[config.mk]
export PLATFORM = sky130hd
export DESIGN_NAME = line_exposure_gain_control
export DESIGN_NICKNAME = d
export VERILOG_FILES = /design/src/rtl/line_exposure_gain_control.v
export VERILOG_INCLUDE_DIRS = /design/src /design/src/rtl
export SDC_FILE = /design/constraint.sdc
export NUM_CORES = 1
export LEC_CHECK = 0
export BUFFER_PORTS_ARGS = -buffer_cell sky130_fd_sc_hd__buf_2
export CELL_PAD_IN_SITES_DETAIL_PLACEMENT = 0
export CELL_PAD_IN_SITES_GLOBAL_PLACEMENT = 2
export CORE_MARGIN = 4
export CORE_UTILIZATION = 40
export DETAILED_ROUTE_END_ITERATION = 12
export GPL_TIMING_DRIVEN = 0
export PLACE_DENSITY = 0.94
export SYNTH_ARGS = -nofsm -noshare
export SYNTH_HDL_FRONTEND = slang
export SYNTH_SLANG_ARGS = --single-unit
export TNS_END_PERCENT = 10
[constraint.sdc]
create_clock -name clk -period 20.4 [get_ports clk]
set_input_delay 1.02 -clock clk [delete_from_list [all_inputs] [get_ports clk]]
set_output_delay 1.02 -clock clk [all_outputs]
set_load 0.005 [all_outputs]
[src/rtl/line_exposure_regs.vh]
`ifndef LINE_EXPOSURE_REGS_VH
`define LINE_EXPOSURE_REGS_VH

// clock and microsecond tick
`define CLK_FREQ_MHZ 50
`define TICK_CYCLES (`CLK_FREQ_MHZ)

// exposure method encodings
`define METHOD_TIMED 1'b0
`define METHOD_PULSE 1'b1

// trigger origin encodings
`define ORIGIN_INTERNAL 2'h0
`define ORIGIN_LINE1 2'h1
`define ORIGIN_LINE2 2'h2
`define ORIGIN_SOFTWARE 2'h3

// trigger activation encodings
`define ACT_RISING 2'h0
`define ACT_ANY 2'h1
`define ACT_HIGH 2'h2
`define ACT_LOW 2'h3

// conversion gain settings
`define GAIN_SEL_MIN 3'h1
`define GAIN_SEL_MAX 3'h4
`define GAIN_SEL_RESET 3'h4

// pixel and gain format, minimum exposure
`define PIXEL_BITS 12
`define PIXEL_MAX 12'hfff
`define MULT_FRAC_BITS 8
`define MIN_EXPOSURE_US 16'h0004

`endif

[src/rtl/line_exposure_gain_control.v]
`timescale 1ns/10ps
`default_nettype none
`include "line_exposure_regs.vh"

module line_exposure_gain_control #(
    parameter TICK_CYCLES = `TICK_CYCLES,
    parameter TIME_BITS = 16,
    parameter OFFSET_BITS = 10,
    parameter MULT_BITS = 12,
    parameter BASELINE = 12'h040
) (
    // clock and reset
    input wire clk,
    input wire rst_n,
    // exposure configuration
    input wire exposure_method_select,
    input wire [1:0] trigger_origin_select,
    input wire [1:0] triggerActivation,
    input wire triggerEnable,
    input wire [TIME_BITS-1:0] integration_duration_setting,
    input wire [TIME_BITS-1:0] post_trigger_delay,
    input wire [TIME_BITS-1:0] linePeriodSetting,
    input wire softwareTrigger,
    // external trigger lines
    input wire triggerLine1,
    input wire triggerLine2,
    // gain and offset configuration
    input wire [2:0] conversion_gain_select,
    input wire conversionGainWrite,
    input wire [MULT_BITS-1:0] post_sensor_multiplier,
    input wire signed [OFFSET_BITS-1:0] dark_offset,
    // sensor pixel stream
    input wire [`PIXEL_BITS-1:0] sensorPixel,
    input wire sensorPixelValid,
    input wire sensorLineLast,
    // sensor control
    output reg integrating,
    output reg line_begin_trigger,
    output reg integration_begin_event,
    output reg lineReadout,
    output reg [2:0] conversionGain,
    // status
    output reg triggerIgnored,
    // processed pixel stream
    output reg [`PIXEL_BITS-1:0] pixelOut,
    output reg pixelOutValid,
    output reg pixelOutLast
);

    localparam ST_IDLE = 2'h0;
    localparam ST_DELAY = 2'h1;
    localparam ST_EXPOSE = 2'h2;
    localparam ST_READ = 2'h3;
    // divider wrap point; the divider is 8 bits, so a tick is at most 256 cycles
    localparam integer TICK_LAST = TICK_CYCLES - 1;

    reg prevLevel;
    wire [1:0] linePins;
    wire [1:0] lineSynced;
    reg [7:0] tickCount;
    reg usTick;
    reg [TIME_BITS-1:0] periodCount;
    reg [TIME_BITS-1:0] timeCount;
    reg [1:0] state;
    wire selLevel;
    wire isExternal;
    wire activeLevel;
    wire extTrigger;
    wire internalTrigger;
    wire lineTrigger;
    wire [TIME_BITS-1:0] effExposure;
    wire [TIME_BITS:0] minPeriod;
    wire [TIME_BITS:0] effPeriod;

    // external lines pass two flops; only the second stage is read
    assign linePins = {triggerLine2, triggerLine1};
    genvar gi;
    generate
        for (gi = 0; gi < 2; gi = gi + 1) begin : g_sync
            reg [1:0] stages;
            always @(posedge clk) begin
                if (!rst_n) begin
                    stages <= 2'h0;
                end else begin
                    stages <= {stages[0], linePins[gi]};
                end
            end
            assign lineSynced[gi] = stages[1];
        end
    endgenerate

    // edge history starts low, the idle level of both lines, so reset makes no false edge
    always @(posedge clk) begin
        if (!rst_n) begin
            prevLevel <= 1'b0;
        end else begin
            prevLevel <= selLevel;
        end
    end

    assign isExternal = (trigger_origin_select == `ORIGIN_LINE1) ||
                        (trigger_origin_select == `ORIGIN_LINE2);
    assign selLevel = (trigger_origin_select == `ORIGIN_LINE2) ? lineSynced[1] : lineSynced[0];
    // low-level activation inverts the line so pulse-width mode follows it
    assign activeLevel = (triggerActivation == `ACT_LOW) ? ~selLevel : selLevel;

    function trig_hit;
        input [1:0] act;
        input cur;
        input prev;
        begin
            case (act)
                `ACT_RISING: trig_hit = cur & ~prev;
                `ACT_ANY: trig_hit = cur ^ prev;
                `ACT_HIGH: trig_hit = cur;
                `ACT_LOW: trig_hit = ~cur;
                default: trig_hit = 1'b0;
            endcase
        end
    endfunction

    assign extTrigger = triggerEnable && isExternal && trig_hit(triggerActivation, selLevel, prevLevel);

    // microsecond tick as a one-cycle enable;
    // keeping one clock avoids any crossing between the timer and the sequencer
    always @(posedge clk) begin
        if (!rst_n) begin
            tickCount <= 8'h00;
            usTick <= 1'b0;
        end else if (tickCount == TICK_LAST[7:0]) begin
            tickCount <= 8'h00;
            usTick <= 1'b1;
        end else begin
            tickCount <= tickCount + 8'h01;
            usTick <= 1'b0;
        end
    end

    // exposure clamped to the fixed minimum
    assign effExposure = (integration_duration_setting < `MIN_EXPOSURE_US) ?
                         `MIN_EXPOSURE_US : integration_duration_setting;
    // internal period never shorter than delay plus exposure plus two us; the start, hand-over and
    // readout cycles would otherwise push every other internal trigger outside idle at a short tick
    assign minPeriod = {1'b0, effExposure} + {1'b0, post_trigger_delay} + {{(TIME_BITS-1){1'b0}}, 2'b10};
    assign effPeriod = ({1'b0, linePeriodSetting} < minPeriod) ? minPeriod : {1'b0, linePeriodSetting};

    // timer restarts whenever it is deselected, so the first internal line comes a full period later
    always @(posedge clk) begin
        if (!rst_n) begin
            periodCount <= {TIME_BITS{1'b0}};
        end else if (trigger_origin_select != `ORIGIN_INTERNAL || !triggerEnable) begin
            periodCount <= {TIME_BITS{1'b0}};
        end else if (usTick) begin
            if ({1'b0, periodCount} + {{TIME_BITS{1'b0}}, 1'b1} >= effPeriod)
                periodCount <= {TIME_BITS{1'b0}};
            else
                periodCount <= periodCount + {{(TIME_BITS-1){1'b0}}, 1'b1};
        end
    end

    assign internalTrigger = triggerEnable && (trigger_origin_select == `ORIGIN_INTERNAL) && usTick &&
                             ({1'b0, periodCount} + {{TIME_BITS{1'b0}}, 1'b1} >= effPeriod);
    // software command fires regardless of the selected origin
    assign lineTrigger = internalTrigger || extTrigger || softwareTrigger;

    // exposure sequencer
    always @(posedge clk) begin
        if (!rst_n) begin
            state <= ST_IDLE;
            timeCount <= {TIME_BITS{1'b0}};
            integrating <= 1'b0;
            line_begin_trigger <= 1'b0;
            integration_begin_event <= 1'b0;
            lineReadout <= 1'b0;
            triggerIgnored <= 1'b0;
        end else begin
            line_begin_trigger <= 1'b0;
            integration_begin_event <= 1'b0;
            lineReadout <= 1'b0;
            // a trigger while busy is dropped, not queued
            triggerIgnored <= lineTrigger && (state != ST_IDLE) &&
                              !(exposure_method_select == `METHOD_PULSE && trigger_origin_select != `ORIGIN_INTERNAL &&
                                trig_hit(`ACT_HIGH, activeLevel, 1'b0));
            case (state)
                ST_IDLE: begin
                    // only idle takes a trigger; this is what drops early and overlapping ones
                    if (lineTrigger) begin
                        line_begin_trigger <= 1'b1;
                        timeCount <= {TIME_BITS{1'b0}};
                        state <= ST_DELAY;
                    end
                end
                ST_DELAY: begin
                    // zero delay starts integration on the cycle after line begin
                    if (timeCount >= post_trigger_delay) begin
                        integration_begin_event <= 1'b1;
                        integrating <= 1'b1;
                        timeCount <= {TIME_BITS{1'b0}};
                        state <= ST_EXPOSE;
                    end else if (usTick) begin
                        timeCount <= timeCount + {{(TIME_BITS-1){1'b0}}, 1'b1};
                    end
                end
                ST_EXPOSE: begin
                    case (exposure_method_select)
                        `METHOD_PULSE: begin
                            // pulse width needs an external line; otherwise fall back to timed
                            if (isExternal ? !activeLevel : (timeCount >= effExposure)) begin
                                integrating <= 1'b0;
                                lineReadout <= 1'b1;
                                state <= ST_READ;
                            end else if (usTick) begin
                                timeCount <= timeCount + {{(TIME_BITS-1){1'b0}}, 1'b1};
                            end
                        end
                        default: begin
                            if (timeCount >= effExposure) begin
                                integrating <= 1'b0;
                                lineReadout <= 1'b1;
                                state <= ST_READ;
                            end else if (usTick) begin
                                timeCount <= timeCount + {{(TIME_BITS-1){1'b0}}, 1'b1};
                            end
                        end
                    endcase
                end
                ST_READ: begin
                    // readout hand-off is one cycle; the pixel path runs independently
                    state <= ST_IDLE;
                end
                default: state <= ST_IDLE;
            endcase
        end
    end

    // conversion gain selector, out-of-range writes are ignored
    always @(posedge clk) begin
        if (!rst_n) begin
            conversionGain <= `GAIN_SEL_RESET;
        end else if (conversionGainWrite && conversion_gain_select >= `GAIN_SEL_MIN &&
                     conversion_gain_select <= `GAIN_SEL_MAX) begin
            conversionGain <= conversion_gain_select;
        end
    end

    // pixel path: multiply, offset, saturate
    wire [`PIXEL_BITS+MULT_BITS-1:0] product;
    wire [`PIXEL_BITS+MULT_BITS-`MULT_FRAC_BITS-1:0] scaled;
    wire signed [`PIXEL_BITS+MULT_BITS-`MULT_FRAC_BITS+1:0] withOffset;
    reg [`PIXEL_BITS-1:0] next_pixel;

    assign product = sensorPixel * post_sensor_multiplier;
    assign scaled = product[`PIXEL_BITS+MULT_BITS-1:`MULT_FRAC_BITS];
    assign withOffset = $signed({2'b00, scaled}) + $signed(BASELINE) + dark_offset;

    // a negative offset can pull dark pixels below zero, so clip at both ends
    always @* begin
        if (withOffset < 0)
            next_pixel = {`PIXEL_BITS{1'b0}};
        else if (withOffset > $signed({2'b00, {(MULT_BITS-`MULT_FRAC_BITS){1'b0}}, `PIXEL_MAX}))
            next_pixel = `PIXEL_MAX;
        else
            next_pixel = withOffset[`PIXEL_BITS-1:0];
    end

    // valid and last ride the same register as the data so they stay aligned
    always @(posedge clk) begin
        if (!rst_n) begin
            pixelOut <= {`PIXEL_BITS{1'b0}};
            pixelOutValid <= 1'b0;
            pixelOutLast <= 1'b0;
        end else begin
            pixelOut <= next_pixel;
            pixelOutValid <= sensorPixelValid;
            pixelOutLast <= sensorPixelValid & sensorLineLast;
        end
    end

endmodule // line_exposure_gain_control

`default_nettype wire

# Yosys cells after proc, flatten, opt, wreduce, memory -nomap -nowiden
# Cells that the tools add are included.
# word_totals
register_bits,70
latchBits,0
ram_bits,0
mem_bits_ro,0
input_bits,99
n_memories,0
# op_classes
add_sub_neg,8
mul,1
div_mod_pow,0
order_cmp,9
n_eq_ne,15
shifts,0
n_mux,33
bitwise,6
n_reduce_logical,34
# op_table
op,n
2-to-1 mux 16 bit,8
case mux 16 bit (3 select lines),1
adder 16 x 1 -> 16 bit (second input constant),2
greater-or-equal comparator 16 bit,2
multiplier 12 x 12 -> 24 bit,1
adder 18 x 10 -> 18 bit,1
greater-than comparator 18 x 13 -> 1 bit (second input constant),1
less-than comparator 18 x 1 -> 1 bit (second input constant),1
adder 16 x 1 -> 17 bit (second input constant),1
adder 16 x 16 -> 17 bit,1
adder 16 x 7 -> 17 bit (second input constant),1
adder 17 x 2 -> 17 bit (second input constant),1
greater-or-equal comparator 17 bit,1
less-than comparator 16 x 17 -> 1 bit,1
2-to-1 mux 17 bit,1
less-than comparator 16 x 3 -> 1 bit (second input constant),1
2-to-1 mux 1 bit,14
2-to-1 mux 12 bit,1
!= test 3 bit (second input constant),4
AND reduction 4 bit,3
logical AND 1 bit,11
== test 2 bit (second input constant),5
2-to-1 mux 2 bit,5
adder 8 x 1 -> 8 bit (second input constant),1
other kinds (18),37

# Depth between registers and ports, before layout
# Gate-level depths: netlist (run 1).
# depth
depth_word,12
mapped_depth,35

# Least setup slack after synthesis (run 1)
# No wires, ideal clock.
# synth_timing
path_kind,input to register
start,input port sensorPixel[3]
end,register pixelOut[11]
arrival_time_ns,8.057
t_required_ns,20.268
path_slack_ns,12.211
cell_stages,29
path_buffers,2
path_cell_list,clkbuf_1 and2_1 fa_1 inv_1 fa_1 inv_1 fa_1 fa_1 inv_1 fa_1 inv_1 ha_1 or2_1 a21o_1 a21oi_1 a21oi_4 xor2_2 nand4_2 or4_4 nor4_2 o311ai_1 ha_1 inv_1 o21ai_0 a211o_1 a221o_1 a211oi_2 buf_2 a21oi_1
# synth_between
elab_chain_cells,5
word_cells_on_any_way,7
# synth_lines
element,line,text
start: declaration,line_exposure_gain_control.v:33,"input wire [`PIXEL_BITS-1:0] sensorPixel,"
multiplier 12 x 12 -> 24 bit (*),line_exposure_gain_control.v:252,assign product = sensorPixel * post_sensor_multiplier;
adder 16 x 7 -> 17 bit (*),line_exposure_gain_control.v:254,"assign withOffset = $signed({2'b00, scaled}) + $signed(BASELINE) + dark_offset;"
adder 18 x 10 -> 18 bit (*),line_exposure_gain_control.v:254,
greater-than comparator 18 x 13 -> 1 bit / less-than comparator 18 x 1 -> 1 bit (equally long branches),"line_exposure_gain_control.v:260, line_exposure_gain_control.v:258",
2-to-1 mux 12 bit / OR reduction 2 bit (equally long branches),--,
end signal: assignment,line_exposure_gain_control.v:269,pixelOut <= {`PIXEL_BITS{1'b0}};
end signal: assignment,line_exposure_gain_control.v:273,pixelOut <= next_pixel;
end: declaration,line_exposure_gain_control.v:45,"output reg [`PIXEL_BITS-1:0] pixelOut,"
# Every way passes the cells marked *; elsewhere a longest branch is shown, timed or not.
# A chain may end at the register's enable or synchronous reset.

# Worst setup path in the final report (run 1)
# layout_timing
start,input port sensorPixel[2]
end,register pixelOut[2]
# Same word-level chain as after synthesis.

==> results of run 1 <==
-- sequential cells by signal, summed over array words and instances, names as in the netlist, 2 cells and up --
name,count
tickCount,8
timeCount,16
conversionGain,3
g_sync.stages,4
state,2
periodCount,16
pixelOut,12
-- worst paths after layout --
| kind | startpoint | end | depth (start not counted) |
|---|---|---|---|
| worst max register to register | periodCount[0] | timeCount[10] | 19 |
| worst max-delay path | sensorPixel[2] | pixelOut[2] | 31 |
| worst min-delay path | g_sync[0].stages[0] | g_sync[0].stages[1] | 1 |
| worst min register to register | g_sync[0].stages[0] | g_sync[0].stages[1] | 1 |
-- layout by cell type, fill, tap and decap left out, types with 31 or more instances in the layout --
cell,count
nor2_1,52
inv_1,219
ha_1,183
xor2_1,42
clkbuf_1,52
o21ai_0,38
xnor2_1,31
fa_1,101
buf_2,124
dfxtp_1,70
a21oi_1,87
nand2_1,162
and2_1,63
-- metrics by stage --
stage / power [W] / cells / worst slack, ns
floorplan: 0.00172 / 1405 / 12.21
CTS: 0.00227 / 1918 / 11.29
global route: 0.00253 / 1919 / 10.78
detailed placement: 0.00210 / 1902 / 10.94
global placement: 0.00209 / 1902 / 10.98
finish: 0.00227 / 1919 / 11.27
-- kinds of logic after synthesis --
family                     Yosys count
muxes                               25
DFF                                 70
AOI/OAI and AO/OA                  255
buffers and inverters              277
adders and majority gates          284
xor gates and xnor gates            76
and+or+nand+nor                    418
-- metal layers --
layer  global-route usage (%)  wire length, um  vias up
met4                     3.09              329        2
met3                     2.58             1320       27
met5                        0                8        -
met2                     29.3            13000      185
li1                         -                -     4931
met1                     27.5            14300     4738
-- layout make-up --
class,count,area [um^2]
antenna,1,2.50
clock buffer,9,225
timing repair buffer,119,596
tap,378,473
sequential,70,1400
multi-input combinational,1058,9060
clock inverter,7,63.8
fill,2895,15200
inverter,219,822
buffer,58,231
-- report_power, final --
part / total, W / internal (W) / leakage [nW] / switching (W)
logic: 0.00195 / 0.000837 / 5.89 / 0.00111
registers: 0.000161 / 0.000153 / 0.571 / 0.00000803
clock network: 0.000153 / 0.0000851 / 0.136 / 0.0000677
total: 0.00227 / 0.00107 / 6.60 / 0.00119
==> Implementation_results.wiki, run 1 <==
{| class="wikitable"
! Metric !! Value
|-
| Die height || 178 um
|-
| #FFs+latches synth || 70
|-
| TritonCTS clock tree || yes
|-
| Number of nets with antenna violations after detailed routing || 0
|-
| Post-Layout Inst Area || 12,900 um^2
|-
| Synth cell count leaders || inv_1, ha_1, nand2_1
|-
| Drt first pass iters || 5
|-
| Via Count || 9,883
|-
| Clock buffers created by TritonCTS || 9
|-
| Top cell type by total area after synthesis || ha_1
|-
| Number of top-level design ports || 121
|-
| Quantity of hold-fixing buffers added after cts || 0
|-
| Cell with the largest stage delay on the worst path || fa_1
|-
| Setup repair after global routing missed its margin || no
|-
| Detailed-route DRC error count || 0
|-
| Area of the placeable core || 28,100 um^2
|-
| Count of endpoints failing hold in the final timing report || 0
|-
| Tot GR Track Use || 18.6%
|-
| Final setup violation count || 0
|-
| Number of buffer and inverter instances along the worst setup path || 9
|-
| CTS Buffer Depth || 2
|-
| Overall die area || 31,600 um^2
|-
| Clock tree skew after final layout || 0.0102 ns
|-
| Starting Density || 41.0%
|-
| Fraction of the core area covered by cells at the end of the flow || 45.8%
|-
| Cell Rows || 61
|-
| Post-synthesis compound-gate area fraction || 14.8%
|-
| Largest net degree at the start of global routing || 16
|-
| Delay-heaviest family, CP || compound AO/OA/AOI/OAI gates
|-
| Synth Flop Type || dfxtp_1
|-
| Number of setup buffers added after CTS || 0
|-
| Wire per inst || 15.1 um
|-
| Highest cell delay on the worst timing path || 0.56 ns
|-
| Horizontal die dimension || 178 um
|-
| Most frequent cell after synthesis || inv_1
|-
| GRT overflow || 0
|-
| Number of distinct library cell variants in the gate-level netlist after synthesis || 78
|-
| Pwr dens || 176 nW/um^2
|-
| Arr. time, crit path || 9.32 ns
|-
| Type of element launching the critical path || primary input
|-
| Final Max Slew Viols || 0
|-
| Yosys synthesis warning count || 0
|-
| Synthesized-area fraction occupied by adder cells || 37.4%
|-
| Synthesized instance count || 1,405
|-
| Number of enable flip-flop cells after synthesis || 0
|-
| Total placed instance area || 12,600 um^2
|-
| Static leakage power || 6.60 nW
|-
| Mux share of post-synthesis cell area || 2.34%
|-
| Register area share after synthesis || 12.2%
|-
| Cell repeated most along the worst path || inv_1
|-
| Required time of the critical path || 20.59 ns
|-
| DRC violation total after the first TritonRoute iteration || 553
|-
| Highest net fanout along the worst path || 10
|-
| Setup_tns || 0 ns
|-
| Layout Nets || 1,918
|-
| Worst-margin pin slew || 0.689 ns
|-
| Area share of and/or/nand/nor cells after synthesis || 18.1%
|-
| Net Count, Synth || 1,788
|-
| Endpoint type of the worst setup path || flop
|-
| Tightest hold margin || 0.433 ns
|-
| Clk_lat worst skew || 0.34 ns
|-
| Final HPWL DP || 25,000 um
|-
| Result of the run || finished clean
|-
| Dominant cells by area after synthesis || ha_1, fa_1, dfxtp_1
|-
| Number of maximum-capacitance violations || 0
|-
| Total of buffers placed on input and output ports || 119
|-
| Share of the clock period used by the worst path after layout || 44.8%
|-
| CTS H-tree lvls || 3
|-
| Relative slew slack || 53.9%
|-
| Clk root buf || clkbuf_16
|-
| Ys async rst share || 0%
|-
| Placer Congestion || 0.873
|-
| Netlist Area Pre-Place || 11,500 um^2
|-
| Relative area change from synthesis to final layout || 11.8%
|-
| Number of antenna violations at the first check in global routing || 2
|-
| Per-instance average area after synthesis || 8.20 um^2
|-
| Highest attainable clock frequency || 0.110 GHz
|-
| Dominant combinational cell family by area after synthesis || adder cells
|-
| Ratio of cells with drive above 1 in the final layout || 11.9%
|-
| TritonCTS sink count || 70
|-
| Classification of the worst setup path || in -> reg
|-
| CTS clk-pin slew, worst paths || 0.07 ns
|-
| Xor/xnor share of the synthesized area || 5.98%
|-
| Number of vias per cell after detailed routing || 5.15
|-
| Wire length of the first global-routing pass || 47,700 um
|-
| Path type of the worst min-delay path || reg -> reg
|-
| Synth top area share || 19.9%
|-
| Total wire length || 29,000 um
|-
| Worst ir drop on vdd || 530 uV
|-
| R2R Setup Slk || 15.35 ns
|-
| # resized after CTS || 0
|-
| Via count of the first global-routing pass || 9,566
|-
| Final period demand of the worst path || 9.13 ns
|}
(Power assumes the default switching activity.)
==> run 2, diff against run 1 <==
Settings changed: CORE_UTILIZATION 40 to 37, PLACE_DENSITY 0.94 to 0.88.
Clock period 20.4 ns to 9 ns, I/O delays scaled along.
==> Implementation_results.wiki, run 2 (synthesized netlist as in run 1, its figures left out) <==
{| class="wikitable"
! Metric !! Value
|-
| Result of the run || finished clean
|-
| Path type of the worst min-delay path || in -> reg
|-
| Number of top-level design ports || 121 (unchanged)
|-
| Die height || 184 um (+3.8%)
|-
| Number of nets with antenna violations after detailed routing || 0 (unchanged)
|-
| Relative area change from synthesis to final layout || 12.0%
|-
| CTS clk-pin slew, worst paths || 0.06 ns (about the same)
|-
| Wire length of the first global-routing pass || 48,900 um (+2.4%)
|-
| Setup_tns || 0 ns (unchanged)
|-
| TritonCTS sink count || 70 (unchanged)
|-
| Required time of the critical path || 9.20 ns (-11.39 ns)
|-
| Total wire length || 29,400 um (+1.6%)
|-
| Highest net fanout along the worst path || 10 (unchanged)
|-
| Number of cells traversed by the worst register-to-register path || 19 (unchanged)
|-
| R2R Setup Slk || 3.96 ns (-11.39 ns)
|-
| Layout Nets || 1,918 (unchanged)
|-
| TritonCTS clock tree || yes
|-
| Number of buffer and inverter instances along the worst setup path || 7 (-2)
|-
| Via Count || 9,853 (-0.30%)
|-
| Area of the placeable core || 30,700 um^2 (+9.2%)
|-
| Ratio of cells with drive above 1 in the final layout || 11.9% (unchanged)
|-
| Most frequent cells in the layout || inv_1, ha_1, nand2_1
|-
| Critical path depth in cells || 29 (-6.5%)
|-
| Endpoint type of the worst setup path || flop
|-
| GRT overflow || 0 (unchanged)
|-
| Fraction of the core area covered by cells at the end of the flow || 42.0% (-3.8 points)
|-
| Via count of the first global-routing pass || 9,729 (+1.7%)
|-
| CTS H-tree lvls || 3 (unchanged)
|-
| Type of element launching the critical path || primary input
|-
| Delay-heaviest family, CP || adder cells
|-
| Tot GR Track Use || 17.7% (-0.91 points)
|-
| Largest net degree at the start of global routing || 15 (-1)
|-
| Overall die area || 34,000 um^2 (+7.7%)
|-
| Number of vias per cell after detailed routing || 5.08 (-1.3%)
|-
| Final HPWL DP || 25,200 um (+0.89%)
|-
| Worst reg2reg path startpoint || periodCount[0]
|-
| DRC violation total after the first TritonRoute iteration || 477 (-14%)
|-
| Drt first pass iters || 5 (unchanged)
|-
| Launch point of the worst path || post_sensor_multiplier[5]
|-
| Horizontal die dimension || 184 um (+3.8%)
|-
| Highest cell delay on the worst timing path || 0.59 ns (+0.03 ns)
|-
| Clk root buf || clkbuf_16
|-
| Wire per inst || 15.2 um (+0.58%)
|-
| Starting Density || 37.5% (-3.5 points)
|-
| Share of the clock period used by the worst path after layout || 94.7%
|-
| Tightest hold margin || 0.307 ns (-0.126 ns)
|-
| Cell Rows || 64 (+4.9%)
|-
| Cell repeated most along the worst path || fa_1
|-
| Number of maximum-capacitance violations || 0 (unchanged)
|-
| Final setup violation count || 0 (unchanged)
|-
| Static leakage power || 6.60 nW (about the same)
|-
| Cells after DPL || 1,920 (+0.95%)
|-
| Area used by multi-input combinational logic || 9060 um^2 (unchanged)
|-
| Worst-margin pin slew || 0.783 ns (+0.0944 ns)
|-
| Setup repair after global routing missed its margin || no
|-
| Number of antenna violations at the first check in global routing || 3 (+1)
|-
| CTS Buffer Depth || 2 (unchanged)
|-
| Highest attainable clock frequency || 0.117 GHz
|-
| Largest registers || periodCount x16, timeCount x16, pixelOut x12
|-
| Most common library cell in the layout ignoring fill and taps || inv_1
|-
| # resized after CTS || 0 (unchanged)
|-
| Clk_lat worst skew || 0.34 ns (about the same)
|-
| Detailed-route DRC error count || 0 (unchanged)
|-
| Worst ir drop on vdd || 1110 uV (+110%)
|-
| Final Max Slew Viols || 0 (unchanged)
|-
| Number of setup buffers added after CTS || 0 (unchanged)
|-
| Classification of the worst setup path || in -> reg
|-
| Number of filler cells placed in the layout || 3,197 (+10%)
|-
| Placer Congestion || 0.878 (+0.52%)
|-
| End of the critical path || pixelOut[4]
|-
| Cell with the largest stage delay on the worst path || fa_1
|-
| Filler-free cell count of the finished design || 1,939 (+1.0%)
|-
| Pwr dens || 399 nW/um^2 (+130%)
|-
| Relative slew slack || 47.5% (-6.3 points)
|-
| Final period demand of the worst path || 8.52 ns
|-
| Clock tree skew after final layout || 0.00619 ns (-0.00406 ns)
|-
| Capturing point of the worst reg2reg path || timeCount[5]
|-
| Storage cell area || 1400 um^2 (unchanged)
|-
| Total of buffers placed on input and output ports || 119 (unchanged)
|-
| Clock buffers created by TritonCTS || 9 (unchanged)
|-
| Count of endpoints failing hold in the final timing report || 0 (unchanged)
|-
| Arr. time, crit path || 8.72 ns (-0.60 ns)
|-
| Quantity of hold-fixing buffers added after cts || 0 (unchanged)
|}
[run 2: worst min path at each step]
stage	startpoint	cells past startpoint	to	slack (ns)
floorplan	g_sync[0].stages[0]	1	g_sync[0].stages[1]	0.41
global placement	g_sync[0].stages[0]	1	g_sync[0].stages[1]	0.42
detailed placement	g_sync[0].stages[0]	1	g_sync[0].stages[1]	0.44
CTS	triggerLine2	2	g_sync[1].stages[0]	0.29
global route	triggerLine2	2	g_sync[1].stages[0]	0.30
finish	triggerLine2	2	g_sync[1].stages[0]	0.31
[run 2: metrics by stage]
stage	area (um^2)	total power [W]	setup WS [ns]
CTS	12900	0.00516	0.507
finish	12900	0.00515	0.479
floorplan	11500	0.00389	1.38
global route	12900	0.00577	0.0135
global placement	12600	0.00477	0.144
detailed placement	12600	0.00477	0.149
[run 2: final cells by class]
type / count / share of cell area [%]
Buffer: 58 / 1.79
Multi-Input combinational cell: 1058 / 70.3
Antenna cell: 3 / 0.0582
Timing Repair Buffer: 119 / 4.62
Sequential cell: 70 / 10.9
Clock buffer: 9 / 1.75
Inverter: 219 / 6.37
Clock inverter: 7 / 0.446
Tap cell: 396 / 3.84
[run 2: routing by layer]
layer | vias to the layer above | global-route usage, % | routed length [um]
met5 | - | 0 | 0
met4 | 0 | 3.82 | 324
met3 | 21 | 1.89 | 1030
met2 | 170 | 28.0 | 13300
met1 | 4726 | 26.0 | 14800
li1 | 4936 | - | -
[run 2: power by group]
| part | switching (W) | internal (W) | leakage [nW] | total (W) |
|---|---|---|---|---|
| registers | 0.0000207 | 0.000347 | 0.571 | 0.000368 |
| clock network | 0.000151 | 0.000190 | 0.134 | 0.000341 |
| logic | 0.00254 | 0.00190 | 5.89 | 0.00444 |
==> run 3, diff against run 2 <==
==> constraint.sdc (replaced) <==
create_clock -name clk -period 9 [get_ports clk]
set_input_delay 1.35 -clock clk [delete_from_list [all_inputs] [get_ports clk]]
set_output_delay 1.35 -clock clk [all_outputs]
set_load 0.005 [all_outputs]
==> Implementation_results.wiki, run 3 (synthesized netlist as in run 1, its figures left out) <==
{| class="wikitable"
! Metric !! Value
|-
| Placer Congestion || 0.878 (unchanged)
|-
| Largest registers || periodCount x16, timeCount x16, pixelOut x12
|-
| Horizontal die dimension || 184 um (unchanged)
|-
| Area of the placeable core || 30,700 um^2 (unchanged)
|-
| Setup repair after global routing missed its margin || yes
|-
| Overall die area || 34,000 um^2 (unchanged)
|-
| TritonCTS clock tree || yes
|-
| Clk_lat worst skew || 0.35 ns (about the same)
|-
| Endpoint type of the worst setup path || flop
|-
| Final period demand of the worst path || 8.66 ns (+0.139 ns)
|-
| Arr. time, crit path || 8.88 ns (+0.16 ns)
|-
| Type of element launching the critical path || primary input
|-
| Count of endpoints failing hold in the final timing report || 0 (unchanged)
|-
| Cell repeated most along the worst path || fa_1
|-
| Fraction of the core area covered by cells at the end of the flow || 42.2% (+0.20 points)
|-
| Cell Rows || 64 (unchanged)
|-
| Tightest hold margin || 0.448 ns (+0.141 ns)
|-
| Number of nets with antenna violations after detailed routing || 0 (unchanged)
|-
| Highest attainable clock frequency || 0.115 GHz (-1.6%)
|-
| Wire length of the first global-routing pass || 48,700 um (-0.38%)
|-
| Number of antenna violations at the first check in global routing || 3 (unchanged)
|-
| Final HPWL DP || 25,200 um (unchanged)
|-
| Cell with the largest stage delay on the worst path || fa_1
|-
| Via count of the first global-routing pass || 9,675 (-0.56%)
|-
| Starting Density || 37.5% (unchanged)
|-
| Drt first pass iters || 5 (unchanged)
|-
| Worst-case setup margin in the final layout || 0.340 ns (-0.139 ns)
|-
| Required time of the critical path || 9.22 ns (+0.02 ns)
|-
| GRT overflow || 0 (unchanged)
|-
| Number of vias per cell after detailed routing || 5.10 (+0.31%)
|-
| Highest net fanout along the worst path || 10 (unchanged)
|-
| DRC violation total after the first TritonRoute iteration || 485 (+1.7%)
|-
| Total wire length || 29,200 um (-0.67%)
|-
| Relative area change from synthesis to final layout || 12.5%
|-
| Wire per inst || 15.2 um (about the same)
|-
| Final setup violation count || 0 (unchanged)
|-
| Final Max Slew Viols || 0 (unchanged)
|-
| DP Worst Slack || -0.751 ns (-0.900 ns)
|-
| Clock buffers created by TritonCTS || 9 (unchanged)
|-
| Clock tree skew after final layout || 0.00602 ns (-0.000169 ns)
|-
| TritonCTS sink count || 70 (unchanged)
|-
| Classification of the worst setup path || in -> reg
|-
| Worst ir drop on vdd || 1100 uV (-1.2%)
|-
| Largest net degree at the start of global routing || 15 (unchanged)
|-
| Relative slew slack || 49.8% (+2.3 points)
|-
| Highest cell delay on the worst timing path || 0.56 ns (-0.03 ns)
|-
| Share of the clock period used by the worst path after layout || 96.2% (+1.5 points)
|-
| Number of maximum-capacitance violations || 0 (unchanged)
|-
| Via Count || 9,817 (-0.37%)
|-
| Tot GR Track Use || 17.6% (-0.075 points)
|-
| Pwr dens || 409 nW/um^2 (+2.5%)
|-
| CTS clk-pin slew, worst paths || 0.06 ns (about the same)
|-
| Static leakage power || 6.62 nW (+0.35%)
|-
| Layout Nets || 1,905 (-0.68%)
|-
| Number of top-level design ports || 121 (unchanged)
|-
| Cell count of the worst hold path || 1 (-1)
|-
| Filler-free cell count of the finished design || 1,926 (-0.67%)
|-
| Die height || 184 um (unchanged)
|-
| Path type of the worst min-delay path || reg -> reg
|-
| Cells after DPL || 1,920 (unchanged)
|-
| Quantity of hold-fixing buffers added after cts || 0 (unchanged)
|-
| Most common library cell in the layout ignoring fill and taps || inv_1
|-
| Worst-margin pin slew || 0.749 ns (-0.0345 ns)
|-
| Detailed-route DRC error count || 0 (unchanged)
|-
| Clk root buf || clkbuf_16
|-
| Total of buffers placed on input and output ports || 119 (unchanged)
|-
| Most frequent cells in the layout || inv_1, ha_1, nand2_1
|-
| Ratio of cells with drive above 1 in the final layout || 13.1% (+1.2 points)
|-
| Result of the run || finished clean
|-
| Number of cells traversed by the worst register-to-register path || 18 (-1)
|-
| CTS Buffer Depth || 2 (unchanged)
|-
| CTS H-tree lvls || 3 (unchanged)
|}
==> run 3: cell types whose count changed in the layout (fill, tap and decap cells not counted), sizes merged <==
| cell | previous run | this run |
|---|---|---|
| buf | 125 | 131 |
| clkbuf | 61 | 42 |
==> run 3: final timing paths <==
path                                   start                  end  slack, ns
setup / recovery  post_sensor_multiplier[10]          pixelOut[5]       0.34
hold / removal           g_sync[0].stages[0]  g_sync[0].stages[1]       0.45
setup reg to reg              periodCount[0]        timeCount[13]       4.09
hold reg to reg          g_sync[0].stages[0]  g_sync[0].stages[1]       0.45
==> run 3: layout make-up <==
| class | instances | area, um^2 |
|---|---|---|
| clock buffer | 9 | 225 |
| tap | 396 | 495 |
| fill | 3189 | 17700 |
| multi-input combinational | 1058 | 9140 |
| inverter | 219 | 822 |
| buffer | 41 | 179 |
| sequential | 70 | 1400 |
| timing repair buffer | 123 | 626 |
| antenna | 3 | 7.51 |
| clock inverter | 7 | 57.6 |
==> run 3: critical path, delay by kind of cell <==
kind / cells / cell delay, ns
mux: 1 / 0.33
compound gates: 12 / 2.68
buf+inv: 7 / 0.82
simple gates: 2 / 0.36
fa+ha+maj: 7 / 3.31
==> run 3: layer usage <==
| layer | wire [um] | track usage, % | vias to the layer above |
|---|---|---|---|
| li1 | - | - | 4911 |
| met1 | 14700 | 25.8 | 4705 |
| met2 | 13200 | 28.0 | 181 |
| met3 | 1020 | 1.97 | 20 |
| met4 | 329 | 3.73 | 0 |
| met5 | 0 | 0 | - |
==> run 3: metrics by stage <==
stage | instance area (um^2) | setup TNS (ns) | total power [W]
after floorplan | 11500 | 0 | 0.00389
after global placement | 12600 | -11.45 | 0.00477
after detailed placement | 12600 | -11.48 | 0.00477
after CTS | 12900 | 0 | 0.00518
after global routing | 13000 | -0.278 | 0.00593
final | 13000 | 0 | 0.00530
==> run 3: where the power goes <==
group	internal (W)	switching [W]
Clock	0.000190	0.000151
Sequential	0.000347	0.0000206
Combinational	0.00196	0.00263
Total	0.00250	0.00281
==> run 3: what timing repair did <==
item / 4_1_cts / 5_1_grt
resized for setup: 10 / 19
setup endpoints to repair: 12 / 38
setup buffers: 0 / 4
pin swaps: 0 / 5
